--- src/include/dma_ctrl_pkg.sv ---
// Constants, register map and carrier types for the DMA global control block
// How it works
// - Each channel register except the read-only pointers also answers at +0x4 clear, +0x8 set, +0xC toggle.
// - Controller control bit 15 enables the whole module; zero disables it.
// - Controller control bit 12 suspends transfers, freeing the data bus.
// - Controller control bit 11 reads one only while the module moves data.
// - A suspend change lets the current bus transaction finish first.
// - Unimplemented bits read zero; channel registers reset zero, event control FF00.
package dma_ctrl_pkg;

  // Register byte offsets within the block
  localparam logic [15:0] CTRL_OFS  = 16'h1000;
  localparam logic [15:0] ECON_OFS  = 16'h15B0;
  localparam logic [15:0] INT_OFS   = 16'h15C0;
  localparam logic [15:0] SSA_OFS   = 16'h15D0;
  localparam logic [15:0] DSA_OFS   = 16'h15F0;
  localparam logic [15:0] SSIZ_OFS  = 16'h15F0;
  localparam logic [15:0] DSIZ_OFS  = 16'h1600;
  localparam logic [15:0] SPTR_OFS  = 16'h1610;
  localparam logic [15:0] DPTR_OFS  = 16'h1620;
  localparam logic [15:0] CSIZ_OFS  = 16'h1630;
  localparam logic [15:0] CPTR_OFS  = 16'h1640;
  localparam logic [15:0] DAT_OFS   = 16'h1650;

  // Alias codes in address bits 3:2
  localparam logic [1:0] ALIAS_WRITE = 2'h0;
  localparam logic [1:0] ALIAS_CLEAR = 2'h1;
  localparam logic [1:0] ALIAS_SET   = 2'h2;
  localparam logic [1:0] ALIAS_TOGGLE = 2'h3;

  // Controller control fields
  localparam int CTRL_ON_BIT      = 15;
  localparam int CTRL_SUSPEND_BIT = 12;
  localparam int CTRL_BUSY_BIT    = 11;
  localparam logic [31:0] CTRL_WMASK = 32'h0000_9000;

  // Event control fields
  localparam int ECON_FORCE_BIT = 7;
  localparam int ECON_ABORT_BIT = 6;
  localparam int ECON_SIRQEN_BIT = 4;
  localparam int ECON_IRQ_LSB   = 8;
  localparam logic [31:0] ECON_WMASK = 32'h0000_FFF8;
  localparam logic [31:0] ECON_RESET = 32'h0000_FF00;

  // Interrupt control fields: enables 23:16, flags 7:0
  localparam logic [31:0] INT_WMASK   = 32'h00FF_00FF;
  localparam int INT_CELL_DONE_BIT  = 2;
  localparam int INT_BLOCK_DONE_BIT = 3;
  localparam int INT_DEST_DONE_BIT  = 5;
  localparam int INT_ABORT_BIT      = 1;

  localparam logic [31:0] HALF_MASK = 32'h0000_FFFF;
  localparam logic [31:0] WORD_MASK = 32'hFFFF_FFFF;
  localparam logic [31:0] ZERO_WORD = 32'h0000_0000;

  // Software register access
  typedef struct packed {
    logic [15:0] addr;
    logic        wr;
    logic        rd;
    logic [31:0] wdata;
  } reg_req_type;

  // Data bus transaction request
  typedef struct packed {
    logic        req;
    logic        we;
    logic [31:0] addr;
    logic [31:0] wdata;
  } mem_req_type;

  typedef enum logic [1:0] {ST_IDLE, ST_RUN, ST_READ, ST_WRITE} eng_state_type;

endpackage

--- src/design/dma_global_control_regs.sv ---
// DMA global control register block with channel 7 register map and transfer engine
`timescale 1ns/1ps
module dma_global_control_regs #(
  parameter int IRQ_LINES = 256
) (
  input  wire logic                       clk,        // System clock, 250 MHz
  input  wire logic                       resetn,     // Asynchronous reset, active low
  input  wire dma_ctrl_pkg::reg_req_type  reg_in,     // Register access request
  output logic [31:0]                     reg_rdata,  // Read data, one cycle after rd
  input  wire logic [IRQ_LINES-1:0]       start_irq,  // Start event lines
  output dma_ctrl_pkg::mem_req_type       mem_out,    // Data bus request
  input  wire logic                       mem_ack,    // Data bus transaction done
  input  wire logic [31:0]                mem_rdata   // Data bus read data
);

  // The 8-bit start selector must be able to reach every start line
  if (IRQ_LINES != 256) begin : irq_lines_check
    $error("IRQ_LINES must be 256 for an 8-bit start selector");
  end

  logic [31:0] ctrl_reg, econ_reg, int_reg, ssa_reg, dsa_reg, ssiz_reg, dsiz_reg;
  logic [31:0] sptr_reg, dptr_reg, csiz_reg, cptr_reg, dat_reg, data_reg;
  logic [31:0] ctrl_next, econ_next, int_next, ssa_next, dsa_next, ssiz_next, dsiz_next;
  logic [31:0] csiz_next, dat_next;
  logic [31:0] econ_hw;
  dma_ctrl_pkg::eng_state_type state_reg, state_next;

  // Address decode: base register and alias code
  wire [15:0] base_addr = {reg_in.addr[15:4], 4'h0};
  wire [1:0]  alias_op  = reg_in.addr[3:2];
  wire        wr_ctrl   = reg_in.wr && base_addr == dma_ctrl_pkg::CTRL_OFS;
  wire        wr_econ   = reg_in.wr && base_addr == dma_ctrl_pkg::ECON_OFS;
  wire        wr_int    = reg_in.wr && base_addr == dma_ctrl_pkg::INT_OFS;
  wire        wr_ssa    = reg_in.wr && base_addr == dma_ctrl_pkg::SSA_OFS;
  wire        wr_dsa    = reg_in.wr && base_addr == dma_ctrl_pkg::DSA_OFS;
  wire        wr_ssiz   = reg_in.wr && base_addr == dma_ctrl_pkg::SSIZ_OFS;
  wire        wr_dsiz   = reg_in.wr && base_addr == dma_ctrl_pkg::DSIZ_OFS;
  wire        wr_csiz   = reg_in.wr && base_addr == dma_ctrl_pkg::CSIZ_OFS;
  wire        wr_dat    = reg_in.wr && base_addr == dma_ctrl_pkg::DAT_OFS;

  // Alias write: plain, clear, set or toggle the written ones, within the writable mask
  function automatic logic [31:0] apply(input logic [31:0] old, input logic [31:0] wd,
                                        input logic [1:0] op, input logic [31:0] mask);
    logic [31:0] val;
    case (op)
      dma_ctrl_pkg::ALIAS_WRITE: val = wd;
      dma_ctrl_pkg::ALIAS_CLEAR: val = old & ~wd;
      dma_ctrl_pkg::ALIAS_SET:   val = old | wd;
      default:                   val = old ^ wd;
    endcase
    return (old & ~mask) | (val & mask);
  endfunction

  // Global enable and suspend
  wire module_on     = ctrl_reg[dma_ctrl_pkg::CTRL_ON_BIT];
  wire suspend_req   = ctrl_reg[dma_ctrl_pkg::CTRL_SUSPEND_BIT];
  wire may_transfer  = module_on && !suspend_req;
  wire in_bus_cycle  = state_reg == dma_ctrl_pkg::ST_READ || state_reg == dma_ctrl_pkg::ST_WRITE;
  // Busy while a transaction is in flight or the engine is allowed to move data
  wire module_active_flag = in_bus_cycle ||
                            (state_reg == dma_ctrl_pkg::ST_RUN && may_transfer);

  // Start conditions from the event control register
  wire [7:0] irq_sel    = econ_reg[dma_ctrl_pkg::ECON_IRQ_LSB +: 8];
  wire       irq_start  = econ_reg[dma_ctrl_pkg::ECON_SIRQEN_BIT] && start_irq[irq_sel];
  wire       force_start = econ_reg[dma_ctrl_pkg::ECON_FORCE_BIT];
  wire       abort_req  = econ_reg[dma_ctrl_pkg::ECON_ABORT_BIT];
  wire       start_go   = module_on && state_reg == dma_ctrl_pkg::ST_IDLE &&
                          (force_start || irq_start);

  // Completion of one unit moved
  wire        write_done = state_reg == dma_ctrl_pkg::ST_WRITE && mem_ack;
  wire [15:0] sptr_inc   = sptr_reg[15:0] + 16'h0001;
  wire [15:0] dptr_inc   = dptr_reg[15:0] + 16'h0001;
  wire [15:0] cptr_inc   = cptr_reg[15:0] + 16'h0001;
  wire        src_wrap   = sptr_inc >= ssiz_reg[15:0];
  wire        dst_full   = dptr_inc >= dsiz_reg[15:0];
  wire        cell_full  = cptr_inc >= csiz_reg[15:0];
  wire        block_end  = write_done && dst_full;
  wire        cell_end   = write_done && (cell_full || dst_full);
  wire        abort_now  = abort_req && state_reg == dma_ctrl_pkg::ST_RUN;

  // Engine sequencing; gates are checked only between transactions
  always_comb begin
    state_next = state_reg;
    case (state_reg)
      dma_ctrl_pkg::ST_IDLE:  if (start_go) state_next = dma_ctrl_pkg::ST_RUN;
      dma_ctrl_pkg::ST_RUN: begin
        if (abort_now) state_next = dma_ctrl_pkg::ST_IDLE;
        else if (may_transfer) state_next = dma_ctrl_pkg::ST_READ;
      end
      dma_ctrl_pkg::ST_READ:  if (mem_ack) state_next = dma_ctrl_pkg::ST_WRITE;
      dma_ctrl_pkg::ST_WRITE: begin
        if (mem_ack) state_next = cell_end ? dma_ctrl_pkg::ST_IDLE : dma_ctrl_pkg::ST_RUN;
      end
      default: state_next = dma_ctrl_pkg::ST_IDLE;
    endcase
  end

  // Software writes through the alias decode
  assign ctrl_next = wr_ctrl ? apply(ctrl_reg, reg_in.wdata, alias_op,
                                     dma_ctrl_pkg::CTRL_WMASK) : ctrl_reg;
  assign ssa_next  = wr_ssa ? apply(ssa_reg, reg_in.wdata, alias_op,
                                    dma_ctrl_pkg::WORD_MASK) : ssa_reg;
  assign dsa_next  = wr_dsa ? apply(dsa_reg, reg_in.wdata, alias_op,
                                    dma_ctrl_pkg::WORD_MASK) : dsa_reg;
  assign ssiz_next = wr_ssiz ? apply(ssiz_reg, reg_in.wdata, alias_op,
                                     dma_ctrl_pkg::HALF_MASK) : ssiz_reg;
  assign dsiz_next = wr_dsiz ? apply(dsiz_reg, reg_in.wdata, alias_op,
                                     dma_ctrl_pkg::HALF_MASK) : dsiz_reg;
  assign csiz_next = wr_csiz ? apply(csiz_reg, reg_in.wdata, alias_op,
                                     dma_ctrl_pkg::HALF_MASK) : csiz_reg;
  assign dat_next  = wr_dat ? apply(dat_reg, reg_in.wdata, alias_op,
                                    dma_ctrl_pkg::HALF_MASK) : dat_reg;

  // Event control: hardware clears force and abort when taken; a software write in the
  // same cycle lands on top, so a fresh request is never lost
  always_comb begin
    econ_hw = econ_reg;
    if (start_go) econ_hw[dma_ctrl_pkg::ECON_FORCE_BIT] = 1'b0;
    if (abort_now) econ_hw[dma_ctrl_pkg::ECON_ABORT_BIT] = 1'b0;
    econ_next = wr_econ ? apply(econ_hw, reg_in.wdata, alias_op,
                                dma_ctrl_pkg::ECON_WMASK) : econ_hw;
  end

  // Interrupt flags: a hardware set in the same cycle beats a software clear
  always_comb begin
    int_next = wr_int ? apply(int_reg, reg_in.wdata, alias_op,
                              dma_ctrl_pkg::INT_WMASK) : int_reg;
    if (cell_end) int_next[dma_ctrl_pkg::INT_CELL_DONE_BIT] = 1'b1;
    if (block_end) int_next[dma_ctrl_pkg::INT_BLOCK_DONE_BIT] = 1'b1;
    if (block_end) int_next[dma_ctrl_pkg::INT_DEST_DONE_BIT] = 1'b1;
    if (abort_now) int_next[dma_ctrl_pkg::INT_ABORT_BIT] = 1'b1;
  end

  // Read mux; alias addresses and unmapped offsets read zero
  logic [31:0] rd_mux;
  always_comb begin
    rd_mux = dma_ctrl_pkg::ZERO_WORD;
    if (alias_op == dma_ctrl_pkg::ALIAS_WRITE) begin
      case (base_addr)
        dma_ctrl_pkg::CTRL_OFS: begin
          rd_mux = ctrl_reg;
          rd_mux[dma_ctrl_pkg::CTRL_BUSY_BIT] = module_active_flag;
        end
        dma_ctrl_pkg::ECON_OFS: rd_mux = econ_reg;
        dma_ctrl_pkg::INT_OFS:  rd_mux = int_reg;
        dma_ctrl_pkg::SSA_OFS:  rd_mux = ssa_reg;
        dma_ctrl_pkg::DSA_OFS:  rd_mux = dsa_reg;
        dma_ctrl_pkg::DSIZ_OFS: rd_mux = dsiz_reg;
        dma_ctrl_pkg::SPTR_OFS: rd_mux = sptr_reg;
        dma_ctrl_pkg::DPTR_OFS: rd_mux = dptr_reg;
        dma_ctrl_pkg::CSIZ_OFS: rd_mux = csiz_reg;
        dma_ctrl_pkg::CPTR_OFS: rd_mux = cptr_reg;
        dma_ctrl_pkg::DAT_OFS:  rd_mux = dat_reg;
        default:                rd_mux = dma_ctrl_pkg::ZERO_WORD;
      endcase
    end
  end

  // Control and configuration registers
  always_ff @(posedge clk or negedge resetn) begin
    if (!resetn) begin
      ctrl_reg <= dma_ctrl_pkg::ZERO_WORD;
      econ_reg <= dma_ctrl_pkg::ECON_RESET;
      int_reg  <= dma_ctrl_pkg::ZERO_WORD;
      ssa_reg  <= dma_ctrl_pkg::ZERO_WORD;
      dsa_reg  <= dma_ctrl_pkg::ZERO_WORD;
      ssiz_reg <= dma_ctrl_pkg::ZERO_WORD;
      dsiz_reg <= dma_ctrl_pkg::ZERO_WORD;
      csiz_reg <= dma_ctrl_pkg::ZERO_WORD;
      dat_reg  <= dma_ctrl_pkg::ZERO_WORD;
    end else begin
      ctrl_reg <= ctrl_next;
      econ_reg <= econ_next;
      int_reg  <= int_next;
      ssa_reg  <= ssa_next;
      dsa_reg  <= dsa_next;
      ssiz_reg <= ssiz_next;
      dsiz_reg <= dsiz_next;
      csiz_reg <= csiz_next;
      dat_reg  <= dat_next;
    end
  end

  // Engine state, pointers and read data; pointers move on a finished write and clear on an abort
  always_ff @(posedge clk or negedge resetn) begin
    if (!resetn) begin
      state_reg <= dma_ctrl_pkg::ST_IDLE;
      sptr_reg  <= dma_ctrl_pkg::ZERO_WORD;
      dptr_reg  <= dma_ctrl_pkg::ZERO_WORD;
      cptr_reg  <= dma_ctrl_pkg::ZERO_WORD;
      data_reg  <= dma_ctrl_pkg::ZERO_WORD;
      reg_rdata <= dma_ctrl_pkg::ZERO_WORD;
    end else begin
      state_reg <= state_next;
      if (reg_in.rd) reg_rdata <= rd_mux;
      if (state_reg == dma_ctrl_pkg::ST_READ && mem_ack) data_reg <= mem_rdata;
      if (write_done) begin
        sptr_reg <= {16'h0000, (src_wrap || dst_full) ? 16'h0000 : sptr_inc};
        dptr_reg <= {16'h0000, dst_full ? 16'h0000 : dptr_inc};
        cptr_reg <= {16'h0000, cell_end ? 16'h0000 : cptr_inc};
      end else if (abort_now) begin
        sptr_reg <= dma_ctrl_pkg::ZERO_WORD;
        dptr_reg <= dma_ctrl_pkg::ZERO_WORD;
        cptr_reg <= dma_ctrl_pkg::ZERO_WORD;
      end
    end
  end

  // Data bus request from the engine state
  assign mem_out.req   = in_bus_cycle;
  assign mem_out.we    = state_reg == dma_ctrl_pkg::ST_WRITE;
  assign mem_out.addr  = (state_reg == dma_ctrl_pkg::ST_WRITE) ? dsa_reg + dptr_reg
                                                               : ssa_reg + sptr_reg;
  assign mem_out.wdata = data_reg;

endmodule

--- config.mk ---
export PLATFORM = sky130hd
export DESIGN_NAME = dma_global_control_regs
export DESIGN_NICKNAME = d
export VERILOG_FILES = /design/src/include/dma_ctrl_pkg.sv /design/src/design/dma_global_control_regs.sv
export SDC_FILE = /design/constraint.sdc
export NUM_CORES = 1
export LEC_CHECK = 0
export BUFFER_PORTS_ARGS = -buffer_cell sky130_fd_sc_hd__buf_2
export CELL_PAD_IN_SITES_DETAIL_PLACEMENT = 0
export CELL_PAD_IN_SITES_GLOBAL_PLACEMENT = 1
export CORE_UTILIZATION = 40
export CTS_CLUSTER_DIAMETER = 60
export DETAILED_ROUTE_END_ITERATION = 10
export GPL_TIMING_DRIVEN = 1
export MAX_ROUTING_LAYER = met4
export PLACE_DENSITY_LB_ADDON = 0.1
export SLEW_MARGIN = 30
export SYNTH_ARGS = -nofsm -noshare
export SYNTH_HDL_FRONTEND = slang
export SYNTH_SLANG_ARGS = --single-unit
--- constraint.sdc ---
create_clock -name clk -period 3.8 [get_ports clk]
set_input_delay 0.76 -clock clk [delete_from_list [all_inputs] [get_ports clk]]
set_output_delay 0.76 -clock clk [all_outputs]
set_load 0.03 [all_outputs]
# After elaboration in Yosys (flattened, before gate mapping)

Index checks and enable logic that the tools add are counted.

Add/sub/neg operators: 5
$lt $le $gt $ge: 4
Equal/unequal tests: 20
Multiplexer cells: 36
Bitwise operators: 35
Reductions and logical operators: 31

Operator list:

| operator                                                                | number |
|---|---|
| 32-bit one-hot mux with 11 select lines                                 | 1 |
| 16-bit one-hot mux with 3 select lines                                  | 6 |
| 32-bit 2-to-1 mux                                                       | 6 |
| 32-bit by 16-bit OR with 32-bit output                                  | 6 |
| 32-bit one-hot mux with 3 select lines                                  | 2 |
| 12-bit by 9-bit equality test with 1-bit output (second input constant) | 11 |
| 16-bit AND                                                              | 6 |
| 16-bit OR                                                               | 6 |
| 16-bit bitwise XOR                                                      | 6 |
| 24-bit one-hot mux with 3 select lines                                  | 1 |
| 32-bit adder                                                            | 2 |
| 32-bit AND                                                              | 2 |
| 32-bit OR                                                               | 2 |
| 32-bit bitwise XOR                                                      | 2 |
| 16-bit by 1-bit adder with 16-bit output (second input constant)        | 3 |
| 16-bit >= comparator                                                    | 3 |
| 16-bit 2-to-1 mux                                                       | 3 |
| 32-bit inverter                                                         | 1 |
| 32-bit by 24-bit OR with 32-bit output                                  | 1 |
| 24-bit AND                                                              | 1 |
| 24-bit OR                                                               | 1 |
| 24-bit bitwise XOR                                                      | 1 |
| 1-bit logical AND                                                       | 18 |
| 2-bit 2-to-1 mux                                                        | 5 |
| other kinds (16)                                                        | 35 |

Bits in registers: 450
Input port bits: 341
Output and inout port bits: 98
Word-level logic and storage cells: 150

# Depth between registers and ports, before layout

Gate-level depths: netlist of the first run.

Word-level depth: 10
Gate-level depth with buffers: 19
Gate-level depth less buffers: 16

# Worst setup path before layout of the first run

OpenSTA, ideal clock, no wires.

Path type: register -> output
Start: reg dptr_reg[0]
End: out mem_out[52] (netlist bit)
Arrival: 3070 ps
Data required time: 3040 ps
Setup slack: -30 ps
Stages on the path, launching flop included: 13
Path buffers: 0
Cells stage by stage: dfrtp_1 > ha_1 > inv_1 > fa_1 > nor2b_1 > o21a_1 > o21ai_2 > a211oi_1 > o211ai_1 > a211oi_2 > o211ai_1 > xnor2_1 > mux2i_1

RTL lines:

| what                   | RTL line                       | RTL |
|---|---|---|
| from (decl)            | dma_global_control_regs.sv:22  | `logic [31:0] sptr_reg, dptr_reg, csiz_reg, cptr_reg, dat_reg, data_reg;` |
| from (signal assigned) | dma_global_control_regs.sv:191 | `dptr_reg <= dma_ctrl_pkg::ZERO_WORD;` |
| from (signal assigned) | dma_global_control_regs.sv:201 | `dptr_reg <= {16'h0000, dst_full ? 16'h0000 : dptr_inc};` |
| from (signal assigned) | dma_global_control_regs.sv:205 | `dptr_reg <= dma_ctrl_pkg::ZERO_WORD;` |
| to (decl)              | dma_global_control_regs.sv:11  | `output dma_ctrl_pkg::mem_req_type mem_out,` |

==> results.py, run 1 <==
metrics = {
    "placed_design": {
        "hpwl_mm": 75.2,
        "dpl.cell_count": 4282,
        "pre_cts_slack_ns": -0.0438,
        "gp_congestion": 0.905,
        "port_buffers": 436,
    },
    "worst_setup_path": {
        "rr_startpoint": "dptr_reg[1]$_DFFE_PN0P_",
        "max_stage_delay_ns": 0.35,
        "crit_start": "dsa_reg[0]$_DFFE_PN0P_",
        "cp_slowest_cell": "dfrtp_1",
        "worstSetupPathType": "flop to output pin",
        "worstPathCellList": "ha_2 > inv_2 > fa_2 > nor2b_1 > o21a_1 > o21ai_2 > a211oi_2 > o211ai_1 > a211oi_2 > buf_6 > o211ai_1 > xnor2_1 > mux2i_2 > buf_4",
        "required_ns": 3.04,
        "startpoint_type": "flop",
        "endpoint_kind": "output pin",
        "crit_fanout": 8,
        "crit_arrival_ns": 3.42,
    },
    "clocking": {
        "cts.htree.levels": 2,
        "clk_pin_slew_worst_paths_ns": 0.05,
        "cts_root_buf": "clkbuf_16",
        "clk_path_buf_depth": 3,
        "cts_inserted_buffers": 43,
        "cts_tree": "yes",
        "clk_latency_ns": 0.58,
        "holdBufCountCts": 0,
        "clock_sinks": 273,
    },
    "power": {
        "p_clk_share_pct": 39.2,
        "leakagePower_nw": 15.6,
        "switching_share_pct": 34.6,
        "seq_power_share_pct": 29.7,
        "p_total_mw": 10.9,
        "power.switching_mw": 3.78,
        "peakVddDrop_uv": 294,
        "internal_power_mw": 7.14,
        "comb_power_share_pct": 31.1,
        "pwr_density_cell_nw_per_um2": 338,
    },
    "run": {
        "maxCapViolCount": 0,
    },
    "synthesis": {
        "syn_area_um2": 26400,
        "synth-seq-cells": 273,
        "synthAdderAreaFrac_pct": 19.1,
        "yosys.cell_types.count": 75,
        "synth_compound_gate_area_share_pct": 18.8,
        "synth_edf_count": 0,
        "synthMuxAreaShare_pct": 10.5,
        "synth_xor_area_share_pct": 2.98,
        "yosysWarningCount": 0,
        "async_reset_ff_share_pct": 100,
        "synthSimpleGateAreaFrac_pct": 16.0,
        "post_synth.cell_area_avg_um2": 8.68,
        "synth_ff_type": "dfrtp_1",
        "syn_inst": 3046,
        "synth_seq_area_share_pct": 25.9,
        "synth_top_family_by_area": "adder cells",
        "synth_fp_nets": 3790,
    },
    "timing": {
        "finalSetupViolations": 22,
        "worstMarginPinSlew_ns": 1.11,
        "max_freq_mhz": 239,
        "min_period_ns": 4.18,
        "finalHoldViolCount": 0,
        "rsz0062_at_grt": "true",
        "fin_crit_sh_pct": 110,
        "max-slew-margin-rel_pct": 25.4,
        "clock_skew_ns": 0.0153,
        "final_max_slew_viol_count": 0,
        "timing.final.ws_setup_ns": -0.383,
    },
    "finish": {
        "mostFrequentLayoutCell": "buf_2",
        "final_nets": 4238,
        "fin_util_pct": 49.8,
        "instances_no_fill": 4383,
        "fillers": 6151,
        "mostFrequentLayoutCells": "buf_2, ha_1, nand2_1, dfrtp_1, inv_1",
        "drive_gt1_share_pct": 25.4,
        "area_growth_pct": 22.3,
    },
    "global_route": {
        "grt_pass1_wl_mm": 152,
        "grt_pass1_vias": 25000,
        "antenna_found_initial": 7,
        "overflow": 0,
        "grt_usage_pct": 30.6,
        "grt_max_degree": 134,
    },
    "drt": {
        "dr.pass1.iters": 8,
        "drc_errors": 0,
        "wl_mm": 101,
        "viasPerCell": 5.73,
        "num_vias": 25100,
        "first_iter_violations": 1985,
        "postRouteAntennaNets": 0,
        "routedWlPerCell_um": 23.1,
    },
    "floorplan": {
        "rows": 93,
        "die_area_um2": 67100,
        "start_util_pct": 40.8,
        "coreArea_um2": 64800,
        "pin_count": 439,
        "die_h_um": 259,
        "die_x_um": 259,
    },
    "outcome": {
        "violations": "setup timing",
        "outcome": "finished with violations",
    },
    "hold_path": {
        "hold_path_class": "input port to asynchronous set/reset pin",
    },
}
[kinds of logic after synthesis]
group / Yosys count
AND/OR/NAND/NOR: 866
adder cells (fa/ha/maj): 403
buffers and inverters: 445
flip-flops: 273
AO/OA/AOI/OAI: 804
multiplexers: 165
XOR/XNOR: 90
[layer usage]
layer,track usage [%],up-vias,share of wire [%]
met5,-,-,0
met4,9.65,0,3.0
met3,2.98,143,4.9
met2,49.1,801,47
met1,40.5,12400,45
li1,-,11800,-
[cell usage after synthesis (16+ instances only)]
master	count	area share [%]
a21oi_1	235	4.5
inv_1	251	3.6
a22o_1	26	0.86
a21o_1	25	0.71
dfrtp_1	265	25
nor2_1	122	1.7
mux2_2	35	1.5
and3_1	34	0.80
o22ai_1	31	0.73
clkbuf_1	147	2.1
a22oi_1	31	0.88
nor2b_1	149	3.5
mux2i_1	43	1.6
a211oi_1	112	3.2
ha_1	401	19
nand2b_1	16	0.38
nand3_1	46	0.87
mux4_2	87	7.4
xor2_1	29	0.96
o21ai_1	42	0.80
buf_2	24	0.45
nor3_1	168	3.2
o21ai_0	196	3.7
xnor2_1	61	2.0
nand2_1	269	3.8
[worst paths after layout]
path                       cells past startpoint                        to  slack (ns)
max                                           14               mem_out[52]       -0.38
min                                            1   ssa_reg[31]$_DFFE_PN0P_        0.11
max reg2reg                                   15   sptr_reg[7]$_DFFE_PN0P_        0.20
min reg2reg                                    1  data_reg[11]$_DFFE_PN0P_        0.50
max in group asynchronous                      2   dptr_reg[8]$_DFFE_PN0P_        2.70
min in group clk                               2   data_reg[1]$_DFFE_PN0P_        0.41
[stage by stage]
stage          area, um^2  TNS (ns)  hold WS [ns]
3_5_place_dp        30100    -0.121         0.487
5_1_grt             32300     -7.51         0.155
6_report            32300     -5.15         0.106
3_3_place_gp        30100    -0.104         0.480
2_1_floorplan       26400         0         0.464
4_1_cts             32000     -6.37         0.127
[repair_timing]
item	in CTS	in global routing
cloned	2	0
endpoints found under the hold margin	0	0
gates resized for setup	86	43
pin swaps	29	23
endpoints found under the setup margin	24	38
buffers inserted	14	8
[critical path: cells and delay by family (launching register included)]
family	cells	cell delay (ns)
AO/OA/AOI/OAI	6	1.12
XOR/XNOR	1	0.16
adder cells (fa/ha/maj)	2	0.52
buffers and inverters	3	0.40
flip-flops	1	0.35
multiplexers	1	0.18
AND/OR/NAND/NOR	1	0.11
[power by group through the flow]
| stage | clock (mW) | combinational [mW] | sequential (mW) |
|---|---|---|---|
| 6_report | 4.28 | 3.40 | 3.24 |
| 5_1_grt | 4.45 | 3.65 | 3.27 |
| 4_1_cts | 4.35 | 3.34 | 3.24 |
| 3_5_place_dp | 0 | 3.17 | 3.29 |
| 3_3_place_gp | 0 | 3.12 | 3.28 |
| 2_1_floorplan | 0 | 1.68 | 3.61 |
[final cells by class]
| type | count | area (um^2) | area share (%) |
|---|---|---|---|
| antenna | 3 | 7.51 | 0.0232 |
| clock buffer | 57 | 1200 | 3.71 |
| clock inverter | 19 | 295 | 0.914 |
| inverter | 253 | 950 | 2.94 |
| multi-input combinational | 2329 | 18300 | 56.6 |
| sequential | 273 | 6860 | 21.2 |
| tap | 855 | 1070 | 3.31 |
| timing repair buffer | 594 | 3660 | 11.3 |
Note: power is estimated with default switching activity, not from simulation.
==> run 2: changes to the inputs <==
- REMOVE_ABC_BUFFERS: not set -> 1
- clock period: 3.8 -> 4.4 ns (I/O delays scaled with it)
==> run 2 against run 1 <==
Against the previous run: the run still ends with setup timing left; non-clock buffer count shrank 38; total power shrank 13%; clock power shrank 12%; flip-flop and latch count is the same; global-route usage grew 0.36 points; utilization shrank 0.75 points; critical endpoint unchanged; largest cell class unchanged; sequential power shrank 14%.
==> results.py, run 2 (synthesized netlist as in run 1, its figures left out) <==
metrics = {
    "outcome": {
        "outcome": "finished with violations",
        "violations": "setup timing",
    },
    "timing": {
        "max-slew-margin-rel_pct": 35.6,
        "rsz0062_at_grt": "true",
        "finalSetupViolations": 8,
        "min_period_ns": 4.54,
        "worstMarginPinSlew_ns": 0.962,
        "fin_crit_sh_pct": 103,
        "final_max_slew_viol_count": 0,
        "max_freq_mhz": 220,
        "finalHoldViolCount": 0,
        "timing.final.ws_setup_ns": -0.139,
        "clock_skew_ns": 0.0209,
    },
    "floorplan": {
        "coreArea_um2": 64800,
        "rows": 93,
        "pin_count": 439,
        "die_x_um": 259,
        "die_area_um2": 67100,
        "start_util_pct": 40.8,
        "die_h_um": 259,
    },
    "worst_setup_path": {
        "crit_end": "mem_out[52]",
        "reg2reg_to": "sptr_reg[6]$_DFFE_PN0P_",
        "critPathTopFamily": "compound AO/OA/AOI/OAI gates",
        "worstPathCellList": "ha_4 > inv_2 > fa_2 > nor2b_1 > o21a_1 > o21ai_4 > a211oi_2 > o211ai_1 > a211oi_2 > buf_6 > o211ai_1 > xnor2_1 > mux2i_1 > buf_4",
        "endpoint_kind": "output pin",
        "crit_arrival_ns": 3.66,
        "max_stage_delay_ns": 0.42,
        "cp_slowest_cell": "dfrtp_1",
        "worstRegToRegCells": 17,
        "rr_startpoint": "dptr_reg[2]$_DFFE_PN0P_",
        "crit_start": "dsa_reg[0]$_DFFE_PN0P_",
        "worstSetupPathType": "flop to output pin",
        "required_ns": 3.52,
        "rrSetupSlack_ns": 0.25,
        "crit_fanout": 7,
        "startpoint_type": "flop",
        "cp.depth": 14,
        "crit_buf_inv": 3,
    },
    "drt": {
        "drc_errors": 0,
        "postRouteAntennaNets": 0,
        "routedWlPerCell_um": 23.7,
        "dr.pass1.iters": 7,
        "num_vias": 24900,
        "first_iter_violations": 1931,
        "viasPerCell": 5.72,
        "wl_mm": 103,
    },
    "clocking": {
        "holdBufCountCts": 0,
        "cts.htree.levels": 2,
        "clk_path_buf_depth": 3,
        "clock_sinks": 273,
        "cts_tree": "yes",
        "clk_latency_ns": 0.58,
        "cts_root_buf": "clkbuf_16",
        "cts_inserted_buffers": 42,
        "clk_pin_slew_worst_paths_ns": 0.05,
    },
    "placed_design": {
        "placed_area_um2": 29800,
        "port_buffers": 436,
        "gp_congestion": 0.954,
        "hpwl_mm": 76.5,
    },
    "finish": {
        "finalInstanceArea_um2": 31800,
        "mostFrequentLayoutCell": "buf_2",
        "mostFrequentLayoutCells": "buf_2, ha_1, nand2_1, dfrtp_1, inv_1",
        "final_nets": 4199,
        "drive_gt1_share_pct": 23.9,
        "area_growth_pct": 20.4,
        "fillers": 6248,
    },
    "global_route": {
        "grt_max_degree": 130,
        "grt_pass1_vias": 24700,
        "grt_usage_pct": 31.0,
        "antenna_found_initial": 8,
        "overflow": 0,
        "grt_pass1_wl_mm": 153,
    },
    "power": {
        "pwr_density_cell_nw_per_um2": 297,
        "leakagePower_nw": 15.4,
        "peakVddDrop_uv": 296,
        "p_total_mw": 9.46,
    },
    "run": {
        "maxCapViolCount": 0,
    },
    "hold_path": {
        "hold_path_class": "input port to asynchronous set/reset pin",
    },
}
==> run 2: changes by cell type in the layout (fill, tap and decap cells not counted), sizes merged <==
cell	delta
clkbuf	-1
bufinv	-1
clkinvlp	-1
buf	-38
diode	+2
inv	+4
==> run 2: metal layers <==
layer	wire, um	global-route usage, %	vias to the layer above
met3	5700	3.92	169
met1	42800	37.7	12200
met4	4830	12.9	0
li1	-	-	11700
met2	49500	51.6	807
met5	0	-	-
==> run 2: metrics by stage <==
stage	utilization, %	instances	TNS (ns)	hold WS, ns	setup WS [ns]
finish	49.1	4348	-0.637	0.377	-0.139
floorplan	-	2854	0	0.489	0.183
global placement	45.9	4239	0	0.482	0.108
global route	49.1	4347	-2.61	0.415	-0.314
detailed placement	45.9	4239	0	0.489	0.115
CTS	48.7	4331	-0.782	0.384	-0.192
==> run 2: what timing repair did <==
item,in CTS,in global routing
resized for setup,45,36
endpoints found under the setup margin,18,21
hold endpoints to repair,0,0
cloned,0,1
setup buffers,15,11
pin swaps,23,11
==> run 2: cell type report <==
cell class / instances / area, um^2 / share of cell area [%]
sequential: 273 / 6850 / 21.5
tap: 855 / 1070 / 3.36
multi-input combinational: 2329 / 18100 / 56.9
clock inverter: 21 / 289 / 0.908
clock buffer: 56 / 1260 / 3.95
timing repair buffer: 556 / 3300 / 10.4
antenna: 5 / 12.5 / 0.0393
inverter: 253 / 950 / 2.98
==> run 2: how the worst min path moves through the flow <==
stage,slack [ns],depth (start not counted),endpoint
after floorplan,0.49,1,cptr_reg[14]$_DFFE_PN0P_
after global placement,0.48,1,data_reg[30]$_DFFE_PN0P_
after detailed placement,0.49,1,data_reg[30]$_DFFE_PN0P_
after CTS,0.38,1,ssiz_reg[0]$_DFFE_PN0P_
after global routing,0.41,1,ssiz_reg[0]$_DFFE_PN0P_
final,0.38,1,ssiz_reg[0]$_DFFE_PN0P_
==> run 2: power by group <==
group / leakage (nW) / switching (mW) / internal [mW] / total, mW
clock: 0.757 / 1.40 / 2.37 / 3.77
combinational: 11.5 / 1.79 / 1.09 / 2.88
sequential: 3.11 / 0.116 / 2.69 / 2.80
total: 15.4 / 3.31 / 6.15 / 9.46
==> run 2: worst reg2reg max path, cell delays in order, from the launching register on <==
cell and delay [ns]:
dfrtp_2 0.38, buf_4 0.15, nand3_1 0.14, nor2_1 0.24, nand2_1 0.15, nor2_1 0.35
nand3_1 0.15, xnor2_1 0.23, ha_1 0.28, a21o_1 0.16, a21oi_1 0.27, o21a_1 0.19
o211ai_1 0.17, or3_1 0.56, nor2_4 0.27, buf_12 0.17, a21oi_1 0.07, a31oi_1 0.14
==> run 3: changes to the inputs <==
- CORE_ASPECT_RATIO: not set -> 1.5
- REMOVE_ABC_BUFFERS: 1 -> not set
==> run 3 against run 2 <==
Against the previous run: the flow still finishes with violations (setup timing); via count is 0.14% higher; setup slack better by 0.12 ns; flip-flop and latch count stayed put; fmax is 2.7% higher; sequential power is 1% higher; clock power is 12% lower.
==> results.py, run 3 (synthesized netlist as in run 1, its figures left out) <==
metrics = {
    "global_route": {
        "grt_max_degree": 143,
        "grt_usage_pct": 31.2,
        "antenna_found_initial": 6,
        "grt_pass1_wl_mm": 153,
        "grt_pass1_vias": 24800,
        "overflow": 0,
    },
    "worst_setup_path": {
        "cp_slowest_cell": "dfrtp_1",
        "max_stage_delay_ns": 0.36,
        "crit_fanout": 8,
        "reg2reg_to": "sptr_reg[8]$_DFFE_PN0P_",
        "worstRegToRegCells": 15,
        "crit_arrival_ns": 3.54,
        "crit_start": "dsa_reg[0]$_DFFE_PN0P_",
        "rrSetupSlack_ns": 0.44,
        "rr_startpoint": "sptr_reg[1]$_DFFE_PN0P_",
        "worstPathCellList": "ha_2 > inv_2 > fa_2 > nor2b_1 > o21a_1 > o21ai_4 > a211oi_2 > o211ai_1 > a211oi_2 > buf_6 > o211ai_1 > xnor2_1 > mux2i_1 > buf_4",
        "startpoint_type": "flop",
        "worstSetupPathType": "flop to output pin",
        "required_ns": 3.52,
        "endpoint_kind": "output pin",
    },
    "drt": {
        "routedWlPerCell_um": 23.7,
        "dr.pass1.iters": 6,
        "num_vias": 24900,
        "drc_errors": 0,
        "first_iter_violations": 1797,
        "postRouteAntennaNets": 0,
        "wl_mm": 103,
        "viasPerCell": 5.75,
    },
    "clocking": {
        "clk_path_buf_depth": 3,
        "cts.htree.levels": 2,
        "clk_latency_ns": 0.58,
        "cts_inserted_buffers": 39,
        "clock_sinks": 273,
        "cts_tree": "yes",
        "cts_root_buf": "clkbuf_16",
        "clk_pin_slew_worst_paths_ns": 0.06,
    },
    "floorplan": {
        "coreArea_um2": 65500,
        "die_x_um": 212,
        "die_h_um": 317,
        "rows": 115,
        "die_area_um2": 67100,
        "pin_count": 439,
        "start_util_pct": 40.4,
    },
    "power": {
        "leakagePower_nw": 15.1,
        "pwr_density_cell_nw_per_um2": 286,
        "p_total_mw": 8.95,
        "peakVddDrop_uv": 271,
    },
    "timing": {
        "hold_slack_ns": 0.306,
        "finalHoldViolCount": 0,
        "timing.final.ws_setup_ns": -0.0201,
        "clock_skew_ns": 0.0282,
        "min_period_ns": 4.42,
        "worstMarginPinSlew_ns": 1.06,
        "finalSetupViolations": 2,
        "fin_crit_sh_pct": 100,
        "max_freq_mhz": 226,
        "tns_ns": -0.0368,
        "max-slew-margin-rel_pct": 28.9,
        "rsz0062_at_grt": "true",
        "final_max_slew_viol_count": 0,
    },
    "finish": {
        "final_nets": 4164,
        "fin_util_pct": 47.8,
        "mostFrequentLayoutCells": "buf_2, ha_1, nand2_1, dfrtp_1, inv_1",
        "instances_no_fill": 4331,
        "mostFrequentLayoutCell": "buf_2",
        "drive_gt1_share_pct": 22.8,
        "area_growth_pct": 18.4,
    },
    "placed_design": {
        "dpl.cell_count": 4237,
        "hpwl_mm": 76.5,
        "port_buffers": 436,
        "gp_congestion": 0.933,
    },
    "outcome": {
        "violations": "setup timing",
        "outcome": "finished with violations",
    },
    "run": {
        "maxCapViolCount": 0,
    },
    "hold_path": {
        "hold_path_class": "input port to asynchronous set/reset pin",
    },
}
[run 3: changes by cell type in the layout (fill, tap and decap cells not counted), moves of 3 or more]
cell	change
buf_4	-31
bufinv_16	-3
clkbuf_1	+7
clkbuf_16	-4
clkbuf_8	-4
inv_6	-4
nor2_1	-3
nor2_2	+3
o21ai_1	+3
[run 3: timing repair]
item | 4_1_cts | 5_1_grt
endpoints found under the setup margin | 19 | 18
gates resized for setup | 50 | 16
pin swaps | 19 | 12
buffers inserted | 14 | 3
hold buffers | 0 | 0
gates cloned | 2 | 0
[run 3: how the worst max path moves through the flow]
stage / endpoint / slack [ns] / depth (start not counted)
final: mem_out[52] / -0.02 / 14
after global routing: mem_out[52] / -0.12 / 14
after CTS: mem_out[52] / -0.08 / 14
after detailed placement: mem_out[62] / 0.19 / 14
after global placement: mem_out[62] / 0.16 / 14
after floorplan: mem_out[52] / 0.45 / 12
[run 3: layout make-up]
type                       count  area (um^2)
sequential                   273         6860
multi-input combinational   2329        18100
timing repair buffer         524         3020
fill                        6328        34200
inverter                     253          950
clock inverter                14          164
clock buffer                  55         1130
tap                          877         1100
antenna                        6         15.0
[run 3: worst max-delay path, delay by kind of cell (launching register included)]
family | cells | cell delay [ns]
compound gates | 6 | 1.19
xor+xnor | 1 | 0.15
flops | 1 | 0.36
buf+inv | 3 | 0.41
mux | 1 | 0.17
fa+ha+maj | 2 | 0.53
simple gates | 1 | 0.16
[run 3: power breakdown]
part	leakage [nW]	internal, mW	switching, mW
clock	0.627	1.97	1.33
sequential	3.10	2.69	0.149
combinational	11.4	1.03	1.78
total	15.1	5.69	3.26
[run 3: metal layers]
| layer | track usage (%) | routed length [um] | share of wire (%) |
|---|---|---|---|
| met1 | 35.0 | 40200 | 39 |
| met2 | 55.5 | 53300 | 52 |
| met3 | 3.23 | 4410 | 4.3 |
| met4 | 14.0 | 4760 | 4.6 |
| met5 | - | 0 | 0 |
[run 3: metrics by stage]
step	instance area (um^2)	setup WS (ns)
global placement	29600	0.158
global route	31300	-0.115
CTS	31200	-0.0776
detailed placement	29600	0.186
finish	31300	-0.0201
floorplan	26400	0.450
